[src/shared/umsil_defines.vh]
`ifndef UMSIL_DEFINES_VH
`define UMSIL_DEFINES_VH
`define UMSIL_ADR_STATUS 4'h0
`define UMSIL_ADR_IEN 4'h4
`define UMSIL_ADR_ID 4'h8
`define UMSIL_ADR_MCTL 4'hC
`define UMSIL_MCTL_LOOP 4
`define UMSIL_EFR_WEN 4
`define UMSIL_IEN_RESET 8'h00
`define UMSIL_MCTL_RESET 5'h00
`define UMSIL_ID_NONE 5'h00
`define UMSIL_ID_LINE 5'h03
`define UMSIL_ID_TOUT 5'h06
`define UMSIL_ID_RX 5'h02
`define UMSIL_ID_TX 5'h01
`define UMSIL_ID_MODEM 5'h00
`define UMSIL_ID_XOFF 5'h08
`define UMSIL_ID_FLOW 5'h10
`endif

[src/core/umsil_modem_sync.v]
`timescale 1ns/1ns
`include "umsil_defines.vh"
// two-stage synchroniser for the four active-low modem pins
module umsil_modem_sync #(
  parameter WIDTH = 4
) (
  input wire core_clk,
  input wire resetn,
  input wire [WIDTH-1:0] pinsN,
  output reg [WIDTH-1:0] syncN_r
);
  reg [WIDTH-1:0] meta_r;
  // reset to inactive (high) so no false change flag after reset
  always @(posedge core_clk) begin
    if (!resetn) begin
      meta_r <= {WIDTH{1'b1}};
      syncN_r <= {WIDTH{1'b1}};
    end else begin
      meta_r <= pinsN;
      syncN_r <= meta_r;
    end
  end
endmodule // umsil_modem_sync

[src/core/umsil_modem_irq.v]
// Added by the designer: the Wishbone register port and the address map.
`timescale 1ns/1ns
`include "umsil_defines.vh"
module umsil_modem_irq (
  input wire core_clk,
  input wire resetn,
  input wire wb_cyc_i,
  input wire wb_stb_i,
  input wire wb_we_i,
  input wire [3:0] wb_adr_i,
  input wire [3:0] wb_sel_i,
  input wire [31:0] wb_dat_i,
  output reg [31:0] wb_dat_o,
  output reg wb_ack_o,
  input wire cdN,
  input wire riN,
  input wire dsrN,
  input wire ctsN,
  input wire enhancedWrEn,
  input wire fifoEnable,
  input wire lineStatusReq,
  input wire rxTimeoutReq,
  input wire rxDataReq,
  input wire txBelowThresh,
  input wire xoffReq,
  input wire ctsRtsDeassertReq,
  output reg irqOut_r,
  output reg sleepMode_r,
  output reg loopback_r,
  output reg [3:0] modemCtl_r
);
  // pins ordered cd, ri, dsr, cts
  wire [3:0] syncN;
  reg [3:0] prev_r;
  reg [3:0] delta_r;
  reg [7:0] ien_r;
  reg [4:0] mctl_r;
  reg txArmed_r;
  reg txPend_r;
  reg ackDone_r;
  wire [3:0] srcNow;
  wire [3:0] rise;
  wire [3:0] change;
  wire [3:0] flagSet;
  wire busReq;
  wire wrStrobe;
  wire rdStrobe;
  wire loopOn;
  reg [4:0] idCode;
  reg anyPend;
  wire [7:0] statusByte;
  wire [7:0] idByte;

  umsil_modem_sync #(
    .WIDTH(4)
  ) u_sync (
    .core_clk(core_clk),
    .resetn(resetn),
    .pinsN({cdN, riN, dsrN, ctsN}),
    .syncN_r(syncN)
  );

  assign loopOn = mctl_r[`UMSIL_MCTL_LOOP];
  // loopback order: cd<-ctl3, ri<-ctl2, dsr<-ctl0, cts<-ctl1
  assign srcNow = loopOn ? {mctl_r[3], mctl_r[2], mctl_r[0], mctl_r[1]}
                         : ~syncN;
  assign change = srcNow ^ prev_r;
  // ring flag: pin going low-to-high (status bit falling); in loopback, status bit rising
  assign rise = loopOn ? (srcNow & ~prev_r) : (~srcNow & prev_r);
  assign flagSet = {change[3], rise[2], change[1], change[0]};

  assign busReq = wb_cyc_i && wb_stb_i && !ackDone_r;
  assign wrStrobe = busReq && wb_we_i && wb_sel_i[0];
  assign rdStrobe = busReq && !wb_we_i && wb_adr_i == `UMSIL_ADR_STATUS;

  always @(posedge core_clk) begin
    if (!resetn) begin
      prev_r <= 4'h0;
      delta_r <= 4'h0;
    end else begin
      prev_r <= srcNow;
      // set beats the clear by read
      delta_r <= (rdStrobe ? 4'h0 : delta_r) | flagSet;
    end
  end

  always @(posedge core_clk) begin
    if (!resetn) begin
      ien_r <= `UMSIL_IEN_RESET;
      mctl_r <= `UMSIL_MCTL_RESET;
    end else if (wrStrobe) begin
      if (wb_adr_i == `UMSIL_ADR_IEN) begin
        ien_r[3:0] <= wb_dat_i[3:0];
        if (enhancedWrEn)
          ien_r[7:4] <= wb_dat_i[7:4];
      end
      if (wb_adr_i == `UMSIL_ADR_MCTL)
        mctl_r <= wb_dat_i[4:0];
      // id register address: writes fall through
    end
  end

  // tx interrupt fires only on the threshold edge, not on re-enable
  always @(posedge core_clk) begin
    if (!resetn) begin
      txArmed_r <= 1'b0;
      txPend_r <= 1'b0;
    end else begin
      txArmed_r <= txBelowThresh;
      // disabled source drops its pending state, so re-enable stays quiet
      if (!ien_r[1])
        txPend_r <= 1'b0;
      else if (txBelowThresh && !txArmed_r)
        txPend_r <= 1'b1;
      else if (!txBelowThresh)
        txPend_r <= 1'b0;
    end
  end

  always @* begin
    anyPend = 1'b1;
    idCode = `UMSIL_ID_NONE;
    if (ien_r[2] && lineStatusReq)
      idCode = `UMSIL_ID_LINE;
    else if (ien_r[0] && rxTimeoutReq)
      idCode = `UMSIL_ID_TOUT;
    else if (ien_r[0] && rxDataReq)
      idCode = `UMSIL_ID_RX;
    else if (ien_r[1] && txPend_r)
      idCode = `UMSIL_ID_TX;
    else if (ien_r[3] && |delta_r)
      idCode = `UMSIL_ID_MODEM;
    else if (ien_r[5] && xoffReq)
      idCode = `UMSIL_ID_XOFF;
    else if ((ien_r[7] || ien_r[6]) && ctsRtsDeassertReq)
      idCode = `UMSIL_ID_FLOW;
    else
      anyPend = 1'b0;
  end

  assign statusByte = {srcNow, delta_r};
  assign idByte = {fifoEnable, fifoEnable, idCode, ~anyPend};

  always @(posedge core_clk) begin
    if (!resetn) begin
      wb_ack_o <= 1'b0;
      ackDone_r <= 1'b0;
      wb_dat_o <= 32'h00000000;
    end else begin
      wb_ack_o <= busReq;
      ackDone_r <= busReq;
      if (busReq && !wb_we_i) begin
        case (wb_adr_i)
          `UMSIL_ADR_STATUS: wb_dat_o <= {24'h000000, statusByte};
          `UMSIL_ADR_IEN: wb_dat_o <= {24'h000000, ien_r};
          `UMSIL_ADR_ID: wb_dat_o <= {24'h000000, idByte};
          `UMSIL_ADR_MCTL: wb_dat_o <= {27'h0000000, mctl_r};
          default: wb_dat_o <= 32'h00000000;
        endcase
      end
    end
  end

  always @(posedge core_clk) begin
    if (!resetn) begin
      irqOut_r <= 1'b0;
      sleepMode_r <= 1'b0;
      loopback_r <= 1'b0;
      modemCtl_r <= 4'h0;
    end else begin
      irqOut_r <= anyPend;
      sleepMode_r <= ien_r[4];
      loopback_r <= loopOn;
      modemCtl_r <= mctl_r[3:0];
    end
  end
endmodule // umsil_modem_irq

[config.mk]
export PLATFORM = sky130hd
export DESIGN_NAME = umsil_modem_irq
export DESIGN_NICKNAME = d
export VERILOG_FILES = /design/src/core/umsil_modem_sync.v /design/src/core/umsil_modem_irq.v
export VERILOG_INCLUDE_DIRS = /design/src /design/src/shared
export SDC_FILE = /design/constraint.sdc
export NUM_CORES = 1
export LEC_CHECK = 0
export BUFFER_PORTS_ARGS = -buffer_cell sky130_fd_sc_hd__buf_2
export CORE_MARGIN = 2
export CORE_UTILIZATION = 45
export DETAILED_ROUTE_END_ITERATION = 12
export GPL_ROUTABILITY_DRIVEN = 0
export MAX_ROUTING_LAYER = met4
export PLACE_DENSITY = 0.75
export SYNTH_ARGS = -nofsm -noshare
export SYNTH_HDL_FRONTEND = slang
export SYNTH_SLANG_ARGS = --single-unit
[constraint.sdc]
create_clock -name core_clk -period 2.6 [get_ports core_clk]
set_input_delay 0.39 -clock core_clk [delete_from_list [all_inputs] [get_ports core_clk]]
set_output_delay 0.39 -clock core_clk [all_outputs]
set_load 0.02 [all_outputs]
# Word level (Yosys, flattened, before mapping)
# Index checks and enable logic that the tools add are counted.
# totals
ff_bits	71
in_bits	57
output_inout_bits	40
elab_cells	71
# classes
n_eq_ne	4
muxes	20
n_bitwise	8
reduce_logical	24
# ops
operator	n
5-bit two-way mux	7
8-bit case mux with 4 select lines	1
1-bit logical AND	14
1-bit two-way mux	9
4-bit equality test, second input constant	2
4-bit two-way mux	2
3-bit bitwise AND	2
3-bit NOT	2
2-bit AND reduction	3
4-bit by 3-bit equality test with 1-bit output, second input constant	1
4-bit zero test	1
4-bit NOT	1
4-bit OR	1
4-bit OR reduction	1
4-bit XOR	1
1-bit zero test	3
3-bit two-way mux	1
3-bit AND reduction	1
2-bit by 1-bit != test with 1-bit output, second input constant	1
1-bit logical OR	1
1-bit NOT	1

# Depth between registers and ports, before layout
# depth
ltp_word	11
depth_mapped	6
ltp_nobuf	5

# Cells and area by module
# Synthesis repeated with hierarchy kept, for this count alone.
# hier_totals
hier_cells	236
hier_area_um2	2137.0
# modules_own_cells
module	n_inst	cells_each	area_each_um2	seq_area_each_um2
umsil_modem_irq	1	220	1926.8	780.7
umsil_modem_sync	1	16	210.2	160.2

# Worst setup path after synthesis
# Ideal clock, no wire load.
# synth_path
kind	input to register
start	input port wb_we_i
end	register wb_dat_o[0]
setup_ns	0.122
t_arrival_ns	1.300
t_required_ns	2.478
path_slack_ns	1.177
stages	5
path_buffers	1
path_cell_list	nand4bb_1 -> and2_1 -> clkbuf_1 -> a22oi_1 -> o21ai_1
# synth_via
elab_chain_len	2
# synth_rtl
item	line_no	text
start, declared	umsil_modem_irq.v:9	input wire wb_we_i,
1-bit zero test	umsil_modem_irq.v:152	if (busReq && !wb_we_i) begin
1-bit logical AND	umsil_modem_irq.v:152	
end signal, assigned	umsil_modem_irq.v:154	`UMSIL_ADR_STATUS: wb_dat_o <= {24'h000000, statusByte};
end signal, assigned	umsil_modem_irq.v:155	`UMSIL_ADR_IEN: wb_dat_o <= {24'h000000, ien_r};
end signal, assigned	umsil_modem_irq.v:156	`UMSIL_ADR_ID: wb_dat_o <= {24'h000000, idByte};
end, declared	umsil_modem_irq.v:13	output reg [31:0] wb_dat_o,
# No other way between the ends.
# A chain may end at the register's enable or synchronous reset.

# Final worst setup path
# layout_path
start	register ackDone_r
end	register ien_r[3]
# layout_via
elab_chain_len	5
# layout_rtl
item	line_no	text
start, declared	umsil_modem_irq.v:40	reg ackDone_r;
start signal, assigned	umsil_modem_irq.v:151	ackDone_r <= busReq;
1-bit zero test	umsil_modem_irq.v:72	assign busReq = wb_cyc_i && wb_stb_i && !ackDone_r;
1-bit logical AND	umsil_modem_irq.v:72	
1-bit logical AND (2 in a row)	umsil_modem_irq.v:73	assign wrStrobe = busReq && wb_we_i && wb_sel_i[0];
2-bit AND reduction (no line)	n/a	
end signal, assigned	umsil_modem_irq.v:89	ien_r <= `UMSIL_IEN_RESET;
end signal, assigned	umsil_modem_irq.v:93	ien_r[3:0] <= wb_dat_i[3:0];
end, declared	umsil_modem_irq.v:36	reg [7:0] ien_r;
# No other way between the ends.

==> run metrics <==
CTS root buf clkbuf_8; n_diodes 0; IO Pins a little under 100; min-delay src dsrN; final antenna-violating net count 0; global-route usage over all layers between 15 and 20%; Clk Latency, worst-skew pair 310 ps; cells on worst reg2reg path 5; synth warn 0; total CTS buffers 5; CTS sink count between 40 and 50; CTS H-Tree Depth 2; final setup violation count 0; hold depth 2; Resized Gates After CTS 0; Hold WC Path Type primary input to flop; Die ar. ~5200 um2; peak supply drop 0.0003454 V; worst r2r src ackDone_r$_SDFF_PN0_; Clock transition at path regs roughly 80 ps; postcts setup bufs 0; hold buffers post-CTS 0; CP Class flop to flop; Starting DRT DRC Count ~110; fraction of layout cells with a size suffix above 1 25.38%; Cell variety after synth 36; drt wl/cell around 13 um; Worst Path Max Fanout 4; WHS Endpoint u_sync.meta_r[1]$_SDFF_PN1_; vias in the first global route about 1400; Via Count 1563; Rows 24; commonest non-fill, non-tap cell in the layout dfxtp_1; Core ar. between 4000 and 5000 um2; commonest cells after routing, fill and taps aside dfxtp_1 (47), buf_2 (45), conb_1 (24), nor2_1 (16); FFs w/ async S/R, synth 0%; largest net degree at the start of global routing 25; outcome finished, final reports clean; CTS tree built; max-cap viol count 0; Area Growth Syn to Fin 11.97%; global route overflow 0; Max Slew Vio Count 0; gate count of the mapped netlist about 220; final period utilization between 50% and 60%; via/cell ratio ~5; post-synthesis sequential area ratio 45.00%; dpl hpwl 3154 um; Synth Register Bits between 40 and 50; crit path DAT 1740 ps; Post-synth EDFFs 0; Final TNS setup 0 ps; CP required about 2800 ps; r2r setup slk ~1100 ps; Setup Skew between 6 and 7 ps; CP Capture Type flop; Die Wd 72.16 um; ys flop type dfxtp_1; Fmax achieved approximately 650 MHz; Placed Area approximately 2300 um2; cell area after synthesis 2091 um2; Slew HR about three fifths; Die Ht 72.16 um; Final nets approximately 320; Lkg Pwr around 1.1 nW; first-pass GRT wire length 6637 um; minimum clock period between 1500 and 2000 ps; Final Hold Viols 0; Initial Util around 47%; pwr dens about 550 nW/um2; clock buffer depth 2; reg2reg end ien_r[3]$_SDFFE_PN0P_; DRC Markers 0; RSZ-0062 raised after global routing no; initial antenna violation count 0; Worst-Margin Slew about 600 ps; routed wire length between 4000 and 5000 um; syn avg cell area 9.679 um2; crit start category flop; IO buf count 45; 1st-pass router iterations 4; post-route cell area ~2300 um2
==> worst max path at each step <==
| stage | end | startpoint |
|---|---|---|
| 6_report | ien_r[3]$_SDFFE_PN0P_ | ackDone_r$_SDFF_PN0_ |
| 5_1_grt | ien_r[3]$_SDFFE_PN0P_ | ackDone_r$_SDFF_PN0_ |
| 4_1_cts | ien_r[3]$_SDFFE_PN0P_ | ackDone_r$_SDFF_PN0_ |
| 3_5_place_dp | wb_dat_o[5]$_SDFFE_PN0P_ | resetn |
| 3_3_place_gp | wb_dat_o[5]$_SDFFE_PN0P_ | resetn |
| 2_1_floorplan | wb_dat_o[0]$_SDFFE_PN0P_ | wb_we_i |
==> where the power goes <==
part / internal (mW) / switching [mW] / total (mW) / leakage (nW)
Combinational: 0.0389 / 0.0815 / 0.120 / 0.698
Clock: 0.188 / 0.237 / 0.425 / 0.0412
Sequential: 0.733 / 0.00712 / 0.741 / 0.382
Total: 0.960 / 0.326 / 1.29 / 1.12
==> cell families after synthesis <==
kind of cell,synth area share [%]
xor+xnor,0.8380
flops,45.00
buf+inv,11.37
compound gates,8.617
mux,10.95
simple gates,23.04
other cells,0.1794
==> per-layer routing <==
metal  wire length [um]  GRT usage [%]  vias up
met2               1941          25.99       73
met3                376          5.694        4
li1                   -              -      784
met1               1790          22.32      702
met5                  0              -        -
met4                 42          5.031        0
==> cell usage after synthesis, types with 2 or more instances <==
library cell / number / area, um2
nor2_1: 16 / 60.06
o21ai_0: 2 / 10.01
a22oi_1: 3 / 22.52
a22o_1: 5 / 43.79
buf_2: 4 / 20.02
nand2_1: 15 / 56.30
inv_2: 2 / 7.510
and3_1: 4 / 25.02
clkbuf_1: 5 / 18.77
nand3_1: 11 / 55.05
a21oi_1: 5 / 25.02
inv_1: 3 / 11.26
mux2i_1: 15 / 150.1
o21ai_1: 9 / 45.04
buf_4: 24 / 180.2
nand2b_1: 15 / 93.84
mux4_2: 3 / 67.56
dfxtp_1: 47 / 940.9
nor3_1: 2 / 10.01
nor4_4: 2 / 42.54
and2_1: 8 / 50.05
nand4_2: 2 / 25.02
==> layout make-up <==
type	instances	area (um2)
fillers	432	2073
inverters	5	18.77
well taps	52	65.06
clock buffers	6	72.57
multi-input cells	154	998.5
flip-flops and latches	47	940.9
clock inverters	2	12.51
repair buffers	46	232.7
==> state kept, by name, indices dropped and copies added, names as in the netlist <==
register / count
ien_r: 8
wb_dat_o: 8
u_sync.meta_r: 4
sleepMode_r: 1
modemCtl_r: 4
mctl_r: 5
prev_r: 4
loopback_r: 1
irqOut_r: 1
txPend_r: 1
delta_r: 4
u_sync.syncN_r: 4
txArmed_r: 1
ackDone_r: 1
==> metrics by stage <==
stage	power (mW)	setup slack (ps)	hold slack (ps)	util [%]	std cells
after floorplan	0.8653	1177	386.3	-	239
after global placement	0.8769	861.4	389.9	51.11	304
after detailed placement	0.8787	819.1	395.6	51.11	304
after CTS	1.300	1058	249.3	53.03	312
after global routing	1.342	935.2	253.3	53.03	312
final	1.286	1052	257.1	53.03	312
==> critical path, cell delays in order, from the launching register on <==
cell and delay, ps:
dfxtp_1 320, nand3b_4 170, nor4_4 350, nand3_1 310, mux2i_1 230, nor2_1 60
Power figures use the tool's default switching activity.
